--- config.mk ---
export PLATFORM = sky130hd
export DESIGN_NAME = bfiu_core
export DESIGN_NICKNAME = d
export VERILOG_FILES = /design/src/shared/bfiu_pkg.sv /design/src/hdl/bfiu_core.sv
export VERILOG_INCLUDE_DIRS = /design/src /design/src/shared
export SDC_FILE = /design/constraint.sdc
export NUM_CORES = 1
export LEC_CHECK = 0
export BUFFER_PORTS_ARGS = -buffer_cell sky130_fd_sc_hd__buf_4
export CORE_MARGIN = 1.5
export CORE_UTILIZATION = 56
export DETAILED_ROUTE_END_ITERATION = 16
export GPL_TIMING_DRIVEN = 0
export HOLD_SLACK_MARGIN = 0.08
export PLACE_DENSITY = 0.81
export RECOVER_POWER = 50
export SLEW_MARGIN = 20
export SYNTH_ARGS = -nofsm -noshare
export SYNTH_HDL_FRONTEND = slang
export SYNTH_SLANG_ARGS = --single-unit
--- constraint.sdc ---
create_clock -name clock -period 3.05 [get_ports clock]
set_clock_uncertainty 0.1 [all_clocks]
set_input_delay 0.1525 -clock clock [delete_from_list [all_inputs] [get_ports clock]]
set_output_delay 0.1525 -clock clock [all_outputs]
set_load 0.03 [all_outputs]
--- src/shared/bfiu_cfg.svh ---
`ifndef BFIU_CFG_SVH
`define BFIU_CFG_SVH

// Byte addresses of the register map (8-bit AXI4-Lite address).
`define BFIU_ADDR_W        8
`define BFIU_OFS_CMD       8'h00
`define BFIU_OFS_STATUS_FLAGS 8'h04
`define BFIU_OFS_INFO      8'h08
`define BFIU_OFS_GPR_BASE  8'h80

// Command word fields.
`define BFIU_CMD_OP_LSB    0
`define BFIU_CMD_OP_MSB    3
`define BFIU_CMD_REG_LSB   4
`define BFIU_CMD_REG_MSB   8
`define BFIU_CMD_SEL_LSB   9
`define BFIU_CMD_SEL_MSB   11

// Status flag positions.
`define BFIU_FLAG_C        0
`define BFIU_FLAG_Z        1
`define BFIU_FLAG_N        2
`define BFIU_FLAG_V        3
`define BFIU_FLAG_S        4
`define BFIU_FLAG_H        5
`define BFIU_FLAG_T        6
`define BFIU_FLAG_I        7

// Reset values.
`define BFIU_FLAGS_RST     8'h00
`define BFIU_GPR_RST       8'h00
`define BFIU_INFO_RST      4'h0

// Bus responses.
`define BFIU_RESP_OKAY     2'b00
`define BFIU_RESP_SLVERR   2'b10

`endif

--- src/shared/bfiu_pkg.sv ---
package bfiu_pkg;

  typedef enum logic [3:0] {
    OP_NOP                     = 4'h0,
    OP_ROTATE_LEFT_CARRY       = 4'h1,
    OP_ROTATE_RIGHT_CARRY      = 4'h2,
    OP_ARITH_SHIFT_RIGHT       = 4'h3,
    OP_SWAP                    = 4'h4,
    OP_BIT_TO_TRANSFER_FLAG    = 4'h5,
    OP_TRANSFER_FLAG_TO_BIT    = 4'h6,
    OP_FLAG_SET_GENERIC        = 4'h7,
    OP_FLAG_CLEAR_GENERIC      = 4'h8,
    OP_SLEEP                   = 4'h9,
    OP_WATCHDOG_RESTART_INSTR  = 4'ha,
    OP_BREAK                   = 4'hb
  } bfiu_op_t;

  typedef enum logic [1:0] {
    WS_IDLE = 2'b01,
    WS_RESP = 2'b10
  } bfiu_wstate_t;

  typedef enum logic [1:0] {
    RS_IDLE = 2'b01,
    RS_RESP = 2'b10
  } bfiu_rstate_t;

endpackage

--- src/hdl/bfiu_core.sv ---
// Behaviour
// RL1: Rotate left through carry: old C to bit 0, bit 7 to C; Z,C,N,V; one clock.
// RL2: Rotate right through carry: old C to bit 7, bit 0 to C; Z,C,N,V; one clock.
// RL3: Bit store copies selected source bit into T only; one clock.
// RL4: Bit load copies T into selected destination bit; flags unchanged; one clock.
// RL5: Set any of the eight status flags to 1 in one clock; code picks flag C instead of the sel field whenever wstrb[1] is 0.
// RL6: Clear any of the eight status flags to 0 in one clock; code picks flag C instead of the sel field whenever wstrb[1] is 0.
// RL7: Flag set or clear touches only its named flag and no general register.
// RL8: Sleep issues in one clock, keeps flags, and signals the sleep logic.
// RL9: Watchdog restart takes one clock, keeps flags, and signals the watchdog.
// RL10: Break is handled only by debug logic and changes no flags.
// RL11: Arithmetic shift right keeps bit 7, bit 0 to C; Z,C,N,V; one clock.
// RL12: Nibble swap exchanges register halves in one clock; flags unchanged.
`timescale 1ns/1ps
`include "bfiu_cfg.svh"

module bfiu_core
  import bfiu_pkg::*;
(
  input  wire logic        clock,
  input  wire logic        srst,
  input  wire logic [7:0]  awaddr,
  input  wire logic        awvalid,
  output logic             awready,
  input  wire logic [31:0] wdata,
  input  wire logic [3:0]  wstrb,
  input  wire logic        wvalid,
  output logic             wready,
  output logic [1:0]       bresp,
  output logic             bvalid,
  input  wire logic        bready,
  input  wire logic [7:0]  araddr,
  input  wire logic        arvalid,
  output logic             arready,
  output logic [31:0]      rdata,
  output logic [1:0]       rresp,
  output logic             rvalid,
  input  wire logic        rready,
  input  wire logic        dbgEnable,
  output logic             sleepReq,
  output logic             wdtRestart,
  output logic             breakReq
);

  // Rotates and shifts share one flag rule: V is N xor C, S and H are kept.
  function automatic logic [7:0] shiftFlags(input logic [7:0] res, input logic cOut, input logic [7:0] sr);
    logic [7:0] f;
    f                = sr;
    f[`BFIU_FLAG_C]  = cOut;
    f[`BFIU_FLAG_Z]  = (res == 8'h00);
    f[`BFIU_FLAG_N]  = res[7];
    f[`BFIU_FLAG_V]  = res[7] ^ cOut;
    return f;
  endfunction
  logic [7:0]   gpr_r [32];
  logic [7:0]   statusFlags_r, statusFlags_nxt;
  logic [3:0]   lastOp_r, lastOp_nxt;
  bfiu_wstate_t ws_r, ws_nxt;
  logic         awGot_r, awGot_nxt;
  logic         wGot_r, wGot_nxt;
  logic [7:0]   awHeld_r, awHeld_nxt;
  logic [31:0]  wHeld_r, wHeld_nxt;
  logic [3:0]   sHeld_r, sHeld_nxt;
  logic         awready_r, awready_nxt;
  logic         wready_r, wready_nxt;
  logic         bvalid_r, bvalid_nxt;
  logic [1:0]   bresp_r, bresp_nxt;
  bfiu_rstate_t rs_r, rs_nxt;
  logic         arready_r, arready_nxt;
  logic         rvalid_r, rvalid_nxt;
  logic [31:0]  rdata_r, rdata_nxt;
  logic [1:0]   rresp_r, rresp_nxt;
  logic         sleepReq_r, sleepReq_nxt;
  logic         wdtRestart_r, wdtRestart_nxt;
  logic         breakReq_r, breakReq_nxt;
  logic         gprWe;
  logic [4:0]   gprIdx;
  logic [7:0]   gprData;
  logic         doWrite;
  logic [7:0]   wAddr;
  logic [31:0]  wData;
  logic [3:0]   wStrb;
  logic         awTake;
  logic         wTake;
  bfiu_op_t     op;
  logic [4:0]   opReg;
  logic [2:0]   opSel;
  logic [7:0]   opnd;
  logic [7:0]   res;

  assign awready    = awready_r;
  assign wready     = wready_r;
  assign bvalid     = bvalid_r;
  assign bresp      = bresp_r;
  assign arready    = arready_r;
  assign rvalid     = rvalid_r;
  assign rdata      = rdata_r;
  assign rresp      = rresp_r;
  assign sleepReq   = sleepReq_r;
  assign wdtRestart = wdtRestart_r;
  assign breakReq   = breakReq_r;
  // Write channel: address and data are taken in either order, the
  // access is performed in the cycle the later one arrives.
  always_comb begin
    awTake      = awvalid && awready_r;
    wTake       = wvalid && wready_r;
    wAddr       = awGot_r ? awHeld_r : awaddr;
    wData       = wGot_r ? wHeld_r : wdata;
    wStrb       = wGot_r ? sHeld_r : wstrb;
    doWrite     = (ws_r == WS_IDLE) && (awGot_r || awTake) && (wGot_r || wTake);
    ws_nxt      = ws_r;
    awGot_nxt   = awGot_r;
    wGot_nxt    = wGot_r;
    awHeld_nxt  = awTake ? awaddr : awHeld_r;
    wHeld_nxt   = wTake ? wdata : wHeld_r;
    sHeld_nxt   = wTake ? wstrb : sHeld_r;
    awready_nxt = awready_r;
    wready_nxt  = wready_r;
    bvalid_nxt  = bvalid_r;
    bresp_nxt   = bresp_r;
    case (ws_r)
      WS_IDLE: begin
        if (awTake) begin
          awGot_nxt   = 1'b1;
          awready_nxt = 1'b0;
        end
        if (wTake) begin
          wGot_nxt   = 1'b1;
          wready_nxt = 1'b0;
        end
        if (doWrite) begin
          ws_nxt      = WS_RESP;
          awGot_nxt   = 1'b0;
          wGot_nxt    = 1'b0;
          bvalid_nxt  = 1'b1;
          if (wAddr == `BFIU_OFS_CMD || wAddr == `BFIU_OFS_STATUS_FLAGS || wAddr >= `BFIU_OFS_GPR_BASE) begin
            bresp_nxt = `BFIU_RESP_OKAY;
          end else begin
            bresp_nxt = `BFIU_RESP_SLVERR;
          end
        end
      end
      WS_RESP: begin
        if (bready) begin
          ws_nxt      = WS_IDLE;
          bvalid_nxt  = 1'b0;
          awready_nxt = 1'b1;
          wready_nxt  = 1'b1;
        end
      end
      default: begin
        ws_nxt      = WS_IDLE;
        bvalid_nxt  = 1'b0;
        awready_nxt = 1'b1;
        wready_nxt  = 1'b1;
      end
    endcase
  end
  // Execution of a command word, and direct software writes.
  // A command completes in the cycle its write is performed.
  always_comb begin
    op             = bfiu_op_t'(wData[`BFIU_CMD_OP_MSB:`BFIU_CMD_OP_LSB]);
    opReg          = wData[`BFIU_CMD_REG_MSB:`BFIU_CMD_REG_LSB];
    opSel          = wStrb[1] ? wData[`BFIU_CMD_SEL_MSB:`BFIU_CMD_SEL_LSB] : 3'h0;
    opnd           = gpr_r[opReg];
    res            = opnd;
    statusFlags_nxt = statusFlags_r;
    lastOp_nxt     = lastOp_r;
    gprWe          = 1'b0;
    gprIdx         = opReg;
    gprData        = opnd;
    sleepReq_nxt   = 1'b0;
    wdtRestart_nxt = 1'b0;
    breakReq_nxt   = 1'b0;
    if (doWrite && wStrb[0]) begin
      if (wAddr == `BFIU_OFS_STATUS_FLAGS) begin
        statusFlags_nxt = wData[7:0];
      end else if (wAddr >= `BFIU_OFS_GPR_BASE) begin
        gprWe   = 1'b1;
        gprIdx  = wAddr[6:2];
        gprData = wData[7:0];
      end else if (wAddr == `BFIU_OFS_CMD) begin
        lastOp_nxt = op;
        case (op)
          // RL1: rotate left carry
          OP_ROTATE_LEFT_CARRY: begin
            res             = {opnd[6:0], statusFlags_r[`BFIU_FLAG_C]};
            statusFlags_nxt = shiftFlags(res, opnd[7], statusFlags_r);
            gprWe    = 1'b1;
          end
          // RL2: rotate right carry
          OP_ROTATE_RIGHT_CARRY: begin
            res             = {statusFlags_r[`BFIU_FLAG_C], opnd[7:1]};
            statusFlags_nxt = shiftFlags(res, opnd[0], statusFlags_r);
            gprWe    = 1'b1;
          end
          // RL11: arithmetic shift right
          OP_ARITH_SHIFT_RIGHT: begin
            res             = {opnd[7], opnd[7:1]};
            statusFlags_nxt = shiftFlags(res, opnd[0], statusFlags_r);
            gprWe    = 1'b1;
          end
          // RL12: nibble swap, flags kept
          OP_SWAP: begin
            res   = {opnd[3:0], opnd[7:4]};
            gprWe = 1'b1;
          end
          // RL3: bit into T
          OP_BIT_TO_TRANSFER_FLAG: begin
            statusFlags_nxt[`BFIU_FLAG_T] = opnd[opSel];
          end
          // RL4: T into bit
          OP_TRANSFER_FLAG_TO_BIT: begin
            res[opSel] = statusFlags_r[`BFIU_FLAG_T];
            gprWe      = 1'b1;
          end
          // RL5: flag set
          // RL7: only named flag
          OP_FLAG_SET_GENERIC: begin
            statusFlags_nxt[opSel] = 1'b1;
          end
          // RL6: flag clear
          OP_FLAG_CLEAR_GENERIC: begin
            statusFlags_nxt[opSel] = 1'b0;
          end
          // RL8: sleep hand-off
          OP_SLEEP: begin
            sleepReq_nxt = 1'b1;
          end
          // RL9: watchdog restart
          OP_WATCHDOG_RESTART_INSTR: begin
            wdtRestart_nxt = 1'b1;
          end
          // RL10: debug only break
          OP_BREAK: begin
            breakReq_nxt = dbgEnable;
          end
          default: begin
            lastOp_nxt = OP_NOP;
          end
        endcase
        gprData = res;
      end
    end
  end
  // Read channel: one read at a time, answered the cycle after it is taken.
  always_comb begin
    rs_nxt      = rs_r;
    arready_nxt = arready_r;
    rvalid_nxt  = rvalid_r;
    rdata_nxt   = rdata_r;
    rresp_nxt   = rresp_r;
    case (rs_r)
      RS_IDLE: begin
        if (arvalid && arready_r) begin
          rs_nxt      = RS_RESP;
          arready_nxt = 1'b0;
          rvalid_nxt  = 1'b1;
          rresp_nxt   = `BFIU_RESP_OKAY;
          rdata_nxt   = 32'h0000_0000;
          if (araddr == `BFIU_OFS_STATUS_FLAGS) begin
            rdata_nxt[7:0] = statusFlags_r;
          end else if (araddr == `BFIU_OFS_INFO) begin
            rdata_nxt[3:0] = lastOp_r;
          end else if (araddr >= `BFIU_OFS_GPR_BASE) begin
            rdata_nxt[7:0] = gpr_r[araddr[6:2]];
          end else if (araddr != `BFIU_OFS_CMD) begin
            rresp_nxt = `BFIU_RESP_SLVERR;
          end
        end
      end
      RS_RESP: begin
        if (rready) begin
          rs_nxt      = RS_IDLE;
          rvalid_nxt  = 1'b0;
          arready_nxt = 1'b1;
        end
      end
      default: begin
        rs_nxt      = RS_IDLE;
        rvalid_nxt  = 1'b0;
        arready_nxt = 1'b1;
      end
    endcase
  end
  always_ff @(posedge clock) begin
    if (srst) begin
      ws_r         <= WS_IDLE;
      awGot_r      <= 1'b0;
      wGot_r       <= 1'b0;
      awHeld_r     <= 8'h00;
      wHeld_r      <= 32'h0000_0000;
      sHeld_r      <= 4'h0;
      awready_r    <= 1'b1;
      wready_r     <= 1'b1;
      bvalid_r     <= 1'b0;
      bresp_r      <= `BFIU_RESP_OKAY;
      rs_r         <= RS_IDLE;
      arready_r    <= 1'b1;
      rvalid_r     <= 1'b0;
      rdata_r      <= 32'h0000_0000;
      rresp_r      <= `BFIU_RESP_OKAY;
      statusFlags_r <= `BFIU_FLAGS_RST;
      lastOp_r     <= `BFIU_INFO_RST;
      sleepReq_r   <= 1'b0;
      wdtRestart_r <= 1'b0;
      breakReq_r   <= 1'b0;
      for (int i = 0; i < 32; i++) begin
        gpr_r[i] <= `BFIU_GPR_RST;
      end
    end else begin
      ws_r         <= ws_nxt;
      awGot_r      <= awGot_nxt;
      wGot_r       <= wGot_nxt;
      awHeld_r     <= awHeld_nxt;
      wHeld_r      <= wHeld_nxt;
      sHeld_r      <= sHeld_nxt;
      awready_r    <= awready_nxt;
      wready_r     <= wready_nxt;
      bvalid_r     <= bvalid_nxt;
      bresp_r      <= bresp_nxt;
      rs_r         <= rs_nxt;
      arready_r    <= arready_nxt;
      rvalid_r     <= rvalid_nxt;
      rdata_r      <= rdata_nxt;
      rresp_r      <= rresp_nxt;
      statusFlags_r <= statusFlags_nxt;
      lastOp_r     <= lastOp_nxt;
      sleepReq_r   <= sleepReq_nxt;
      wdtRestart_r <= wdtRestart_nxt;
      breakReq_r   <= breakReq_nxt;
      if (gprWe) begin
        gpr_r[gprIdx] <= gprData;
      end
    end
  end

endmodule

Word-level counts from Yosys, hierarchy flattened --
Memory sizes are Yosys's and may differ from the RTL's. Cells that the tools add are included.
Operators by class: magnitude comparators 4, eq/ne operators 28, mux-type cells 72, bitwise gates (word level) 11, reductions and logical operators 40
Operators with widths (number):
- $mux 8 | 11
- $pmux 8 s5 | 1
- $logic_not 8->1 | 4
- $pmux 6 s5 | 1
- $mux 1 | 28
- $mux 2 | 10
- $mux 5 | 4
- $ne 2x2->1 const B | 10
- $eq 4x3->1 const B | 4
- $eq 4x4->1 const B | 4
- $eq 8x3->1 const B | 2
- $ge 8x8->1 const B | 2
- $reduce_and 2->1 | 8
- $reduce_and 4->1 | 4
- $mux 12 | 1
- $mux 4 | 3
- $pmux 1 s2 | 6
- $reduce_or 11->1 | 1
- $reduce_or 5->1 | 2
- $and 8x8->8 | 1
- $bwmux 8 | 1
- $eq 4x2->1 const B | 2
- $eq 8x4->1 const B | 1
- $not 8->8 | 1
- 23 further kinds | 43
Word-level totals: register bits 60, bits in writable memories 256, input port bits 60, output and inout bits 44, word-level logic and storage cells 179, memories 1
Memory list:
- gpr_r | depth 32, bits a word 8, rd ports 2, clocked after memory_dff 0, wr ports 32, RTL line bfiu_core.sv:55 | logic [7:0] gpr_r [32];

Logic depth before layout (Yosys ltp) --
word-level depth 13, mapped depth 16

Worst setup path after synthesis --
OpenSTA, ideal clock, no wires.
path kind register to register, from register wGot_r, to register statusFlags_r[1], data arrival time 3175 ps, data required time 2862 ps, path slack -313 ps, stages on the path, launching flop included 14, period minus slack after synthesis 3363 ps, cell sequence dfxtp_1 -> buf_6 -> mux2_4 -> mux2_2 -> a222oi_1 -> a31oi_1 -> o41ai_1 -> or2_2 -> buf_2 -> ha_1 -> and3_1 -> a31oi_1 -> or4b_1 -> a311oi_2
On the way: cells in the longest elaborated chain, start to end 12, elaborated cells on any way between the ends 29
Ends and longest elaborated chain:
- from (decl) | RTL line bfiu_core.sv:60 | logic wGot_r, wGot_nxt;
- from (signal assigned) | RTL line bfiu_core.sv:314 | wGot_r <= wGot_nxt;
- $mux 12 or $mux 2 (tied branches) | RTL line bfiu_core.sv:108, bfiu_core.sv:109
- $mux 3 | RTL line bfiu_core.sv:164 | opSel = wStrb[1] ? wData[`BFIU_CMD_SEL_MSB:`BFIU_CMD_SEL_LSB] : 3'h0;
- $lt 3x4->1 (not written as such) or $ge 3x1->1 (tied branches) | RTL line bfiu_core.sv:220, bfiu_core.sv:224
- $logic_and 1x1->1 (not written as such) | RTL line bfiu_core.sv:220, bfiu_core.sv:224
- $mux 1 (not written as such) | RTL line bfiu_core.sv:220, bfiu_core.sv:224
- $demux 1 s3 | RTL line bfiu_core.sv:220, bfiu_core.sv:224
- $not 8->8 (no line)
- $and 8x8->8 (no line)
- $pmux 6 s5 | RTL line bfiu_core.sv:184 | case (op)
- $mux 8 | RTL line bfiu_core.sv:182 | end else if (wAddr == `BFIU_OFS_CMD) begin
- $mux 8 | RTL line bfiu_core.sv:178 | end else if (wAddr >= `BFIU_OFS_GPR_BASE) begin
- $mux 8 | RTL line bfiu_core.sv:176 | if (wAddr == `BFIU_OFS_STATUS_FLAGS) begin
- to (signal assigned) | RTL line bfiu_core.sv:303 | statusFlags_r <= `BFIU_FLAGS_RST;
- to (signal assigned) | RTL line bfiu_core.sv:327 | statusFlags_r <= statusFlags_nxt;
- to (decl) | RTL line bfiu_core.sv:56 | logic [7:0] statusFlags_r, statusFlags_nxt;
Several ways; a longest one is shown, not always the timed one. The select of a mux whose other input is x is not followed. A chain may end at the register's enable or synchronous reset.

==> flow_summary_export.csv <==
group,metric,value,unit
status,run_status,"complete, but fails checks",
status,violations,"negative setup slack",
timing,grt_setup_unrepaired,"true",
grt,antenna_found_initial,4,
yosys,synth_xor_area_share,0,%
yosys,mappedNetlistArea,17800,sq um
yosys,synth.yosys.seq_area_share,49.4,%
min_path,hp-start,"araddr[7]",
yosys,post_synthesis_compound_gate_area_fraction,11.8,%
finish,fin_util,71.9,%
setup_path,timing.critical_path.cells,"buf_6 -> buf_8 -> mux2i_4 -> buf_12 -> buf_4 -> nand2_2 -> a21oi_1 -> a2111o_1 -> buf_6 -> a32o_1 -> o21bai_1 -> o31ai_4 -> buf_12 -> clkbuf_16 -> nor2_1",
place,finalWeightedCongestion,1.04,
place,dp.final_hpwl,54000,microns
clock_network,root_buffer,"sky130_fd_sc_hd__clkbuf_16",
grt,grt_util_all_layers,47.3,%
timing,fmax,0.264,GHz
yosys,synth.avg_cell_area,10.5,sq um
detailed_routing,route.vias.total,16911,
timing,slew-limit-headroom,11.8,%
detailed_routing,routed_wl,78600,microns
yosys,synth_simple_gate_area_share,17.6,%
setup_path,setup.worst_path.end_class,"flip-flop",
setup_path,critPathArrivalTime,3980,ps
min_path,hold_depth,4,
die,design.die.area,32900,sq um
finish,number_of_standard_cells_in_the_final_layout_excluding_fillers,2360,
yosys,synth_area_leaders,"sky130_fd_sc_hd__edfxtp_1 (43%), sky130_fd_sc_hd__mux4_2 (13%), sky130_fd_sc_hd__nor2_1 (8.7%)",
yosys,yosys.area.top_type,"sky130_fd_sc_hd__edfxtp_1",
detailed_routing,dr.first_iter.drc_count,3087,
setup_path,critical_path.max_fanout,10,
yosys,ys.flop_type,"sky130_fd_sc_hd__edfxtp_1",
setup_path,timing.critical_path.slowest_cell_delay,510,ps
detailed_routing,wl_per_cell,33.3,microns
power,power_leakage,8.29,nW
yosys,yosysWarningCount,0,
min_path,whs_endpoint,"rresp[1]",
clock_network,clk_transition_reported_paths,60,ps
yosys,mux_share_of_post_synthesis_cell_area,16.7,%
yosys,synth_edf_count,256,
clock_network,ctsHtreeMaxLevel,2,
setup_path,critPathKind,"reg -> reg",
yosys,synthCells,1697,
place,placed_cells_incl_taps,2175,
place,port-buffer-count,51,
die,die_width,181,microns
setup_path,rr_startpoint,"wGot_r",
yosys,synth_top_family_by_area,"simple AND/OR/NAND/NOR gates",
yosys,postSynth.asyncResetShare,0,%
setup_path,ff2ff_path_depth,15,
clock_network,cts_made_buffers,35,
min_path,hold_path_class,"in -> reg",
timing,timing.final.ws_setup,-741,ps
timing,finalCriticalPeriod,3790,ps
grt,grt_first_pass_wirelength,109000,microns
clock_network,max-clock-path-buffers,3,
grt,overflow,0,
die,start_util,56.7,%
setup_path,critical_path.startpoint_type,"flip-flop",
die,floorplan.io_pins,104,
detailed_routing,drc,0,
setup_path,critPathBufInv,7,
setup_path,reg2reg_setup_slack,-740,ps
setup_path,largest_delay_contributor_family_on_the_critical_path,"compound AO/OA/AOI/OAI gates",
run,cap_violations,0,
power,p_per_area,581,nW/um^2
die,placeableCoreArea,31400,sq um
timing,final_min_period_over_clock_period,124,%
yosys,ys_types,73,
timing,final_hold_viol_count,0,
yosys,ys_seq_elements,311,
timing,worst-slew-pin-transition,1320,ps
detailed_routing,post_dr_vias_cell,7.17,
setup_path,critical_path_rt,3240,ps
finish,fillcell_total,2227,
finish,drive_gt1_share,28.7,%
yosys,yosys.area_share.adder,0.0703,%
timing,setup_viol,521,
detailed_routing,final_antenna_net_count,0,
clock_network,cts_tree,"built",
die,fp-row-count,65,
setup_path,cp_slowest_cell,"sky130_fd_sc_hd__a2111o_1",
clock_network,insertion_delay,560,ps
finish,layout-area-overhead-vs-synth,26.8,%
timing,timing.final.max_slew_violations,0,
timing,tns,-244880,ps
die,die_y,181,microns
clock_network,clock_sink_count,311,
grt,first_global_vias,15952,
power,ir_worst_vdd,0.590,mV
yosys,yosysTopAreaCellShare,43.2,%
detailed_routing,drt_pass1_iterations,6,
setup_path,crit-reg2reg-capture,"gpr_r[14][4]",
grt,grt_max_degree,14,
finish,nets,1989,
worst register-to-register path: stages, from the launching register on:
cell and delay (ps):
sky130_fd_sc_hd__dfxtp_2 320, sky130_fd_sc_hd__buf_6 130, sky130_fd_sc_hd__buf_8 160, sky130_fd_sc_hd__mux2i_4 240, sky130_fd_sc_hd__buf_12 170, sky130_fd_sc_hd__buf_4 170
sky130_fd_sc_hd__nand2_2 310, sky130_fd_sc_hd__a21oi_1 190, sky130_fd_sc_hd__a2111o_1 510, sky130_fd_sc_hd__buf_6 180, sky130_fd_sc_hd__a32o_1 220, sky130_fd_sc_hd__o21bai_1 190
sky130_fd_sc_hd__o31ai_4 230, sky130_fd_sc_hd__buf_12 190, sky130_fd_sc_hd__clkbuf_16 190, sky130_fd_sc_hd__nor2_1 50
worst max path at each step:
stage	start	to	slack (ps)	cells after the start
after global placement	wGot_r	gpr_r[20][5]	-2180	11
after floorplan	wGot_r	statusFlags_r[1]	-200	13
after global routing	wGot_r	statusFlags_r[1]	-750	12
after detailed placement	wGot_r	gpr_r[14][3]	-1950	9
after CTS	wGot_r	gpr_r[11][1]	-680	15
final	wGot_r	gpr_r[14][4]	-740	15
power by group:
group / switching (mW) / internal [mW]
Combinational: 2.46 / 1.64
Clock: 1.90 / 2.24
Sequential: 0.125 / 4.75
Total: 4.48 / 8.63
cells in the mapped netlist, types with 7 or more instances:
cell type                  number
sky130_fd_sc_hd__buf_6          7
sky130_fd_sc_hd__and2_1         8
sky130_fd_sc_hd__a22oi_1       19
sky130_fd_sc_hd__o21ai_0       49
sky130_fd_sc_hd__nand4_1        7
sky130_fd_sc_hd__nand3_1       39
sky130_fd_sc_hd__nand2b_1      10
sky130_fd_sc_hd__a31oi_1       13
sky130_fd_sc_hd__a221oi_1      10
sky130_fd_sc_hd__buf_4         32
sky130_fd_sc_hd__nor3_1        25
sky130_fd_sc_hd__mux2i_1       37
sky130_fd_sc_hd__inv_1         15
sky130_fd_sc_hd__nor2_1       414
sky130_fd_sc_hd__o22ai_1       52
sky130_fd_sc_hd__dfxtp_1       55
sky130_fd_sc_hd__o31ai_1        7
sky130_fd_sc_hd__mux2_2        22
sky130_fd_sc_hd__nand2_1      209
sky130_fd_sc_hd__buf_2         36
sky130_fd_sc_hd__clkbuf_1      50
sky130_fd_sc_hd__mux4_2        99
sky130_fd_sc_hd__a21oi_1       65
sky130_fd_sc_hd__buf_1         15
sky130_fd_sc_hd__o21a_1         7
sky130_fd_sc_hd__a211oi_1      16
sky130_fd_sc_hd__o221ai_1      10
sky130_fd_sc_hd__edfxtp_1     256
registers in the layout (all words and copies together) (netlist names), named ones only:
register and cells:
gpr_r 256, wHeld_r 12, awHeld_r 8, rdata 8, statusFlags_r 7, lastOp_r 4
rs_r 2, sHeld_r 2, ws_r 2, awGot_r 1, awready 1, breakReq 1
bresp 1, rresp 1, sleepReq 1, wGot_r 1, wdtRestart 1, wready 1
through the flow:
| stage | hold slack (ps) | setup WS (ps) | total power, mW | instance area (sq um) |
|---|---|---|---|---|
| floorplan | 188 | -202 | 6.68 | 18100 |
| finish | 96.3 | -741 | 13.1 | 22600 |
| CTS | 81.4 | -682 | 12.7 | 22300 |
| global route | 112 | -751 | 13.3 | 22600 |
| global placement | 312 | -2180 | 7.76 | 19000 |
| detailed placement | 324 | -1950 | 7.78 | 19000 |
kinds of logic after synthesis:
kind of cell / Yosys count
muxes: 164
DFF: 311
buffers and inverters: 155
adders and majority gates: 1
other: 1
AOI/OAI and AO/OA: 310
and+or+nand+nor: 755
layout make-up:
class                           instances  area (sq um)  area share (%)
Clock buffer                           44           942            4.17
Buffer                                133          1140            5.05
Clock inverter                         20           144           0.637
Timing Repair Buffer                  176          1720            7.64
Multi-Input combinational cell       1256          9270            41.1
Antenna cell                            3          7.51          0.0332
Inverter                               15          56.3           0.249
Tap cell                              402           503            2.23
Sequential cell                       311          8790            38.9
layer usage:
metal / vias up / global-route usage (%) / wire [microns]
met5: - / 0 / 12
met4: 2 / 35.8 / 7450
met3: 428 / 16.1 / 12600
met2: 1725 / 70.4 / 33400
met1: 8003 / 57.2 / 25000
li1: 6753 / - / -
what timing repair did:
item,4_1_cts,5_1_grt
cloned,5,3
pin swaps,33,19
setup endpoints to repair,525,524
setup buffers,67,11
gates resized for setup,287,50
hold endpoints to repair,30,0
hold buffers,39,0
cells in the final DEF (no fill, tap or decap), types with 9 or more instances in the layout:
master                            n
sky130_fd_sc_hd__o22ai_1         50
sky130_fd_sc_hd__a211oi_1        14
sky130_fd_sc_hd__nand3_1         34
sky130_fd_sc_hd__dlygate4sd3_1   39
sky130_fd_sc_hd__a22oi_1         16
sky130_fd_sc_hd__mux2i_4         10
sky130_fd_sc_hd__mux4_2         100
sky130_fd_sc_hd__buf_6           22
sky130_fd_sc_hd__o21ai_0         41
sky130_fd_sc_hd__nor2_1         395
sky130_fd_sc_hd__clkbuf_1        56
sky130_fd_sc_hd__nor2_4          10
sky130_fd_sc_hd__buf_8            9
sky130_fd_sc_hd__mux2_2          19
sky130_fd_sc_hd__nand2_4         23
sky130_fd_sc_hd__buf_12          29
sky130_fd_sc_hd__a21oi_1         59
sky130_fd_sc_hd__clkbuf_16       39
sky130_fd_sc_hd__nand2_2         30
sky130_fd_sc_hd__nor2_2           9
sky130_fd_sc_hd__nor3_1          20
sky130_fd_sc_hd__dfxtp_1         53
sky130_fd_sc_hd__conb_1          26
sky130_fd_sc_hd__buf_4          129
sky130_fd_sc_hd__nand2_1        156
sky130_fd_sc_hd__edfxtp_1       256
sky130_fd_sc_hd__buf_2            9
sky130_fd_sc_hd__inv_1           15
sky130_fd_sc_hd__mux2i_1         26
Note: power is estimated with default switching activity, not from simulation.
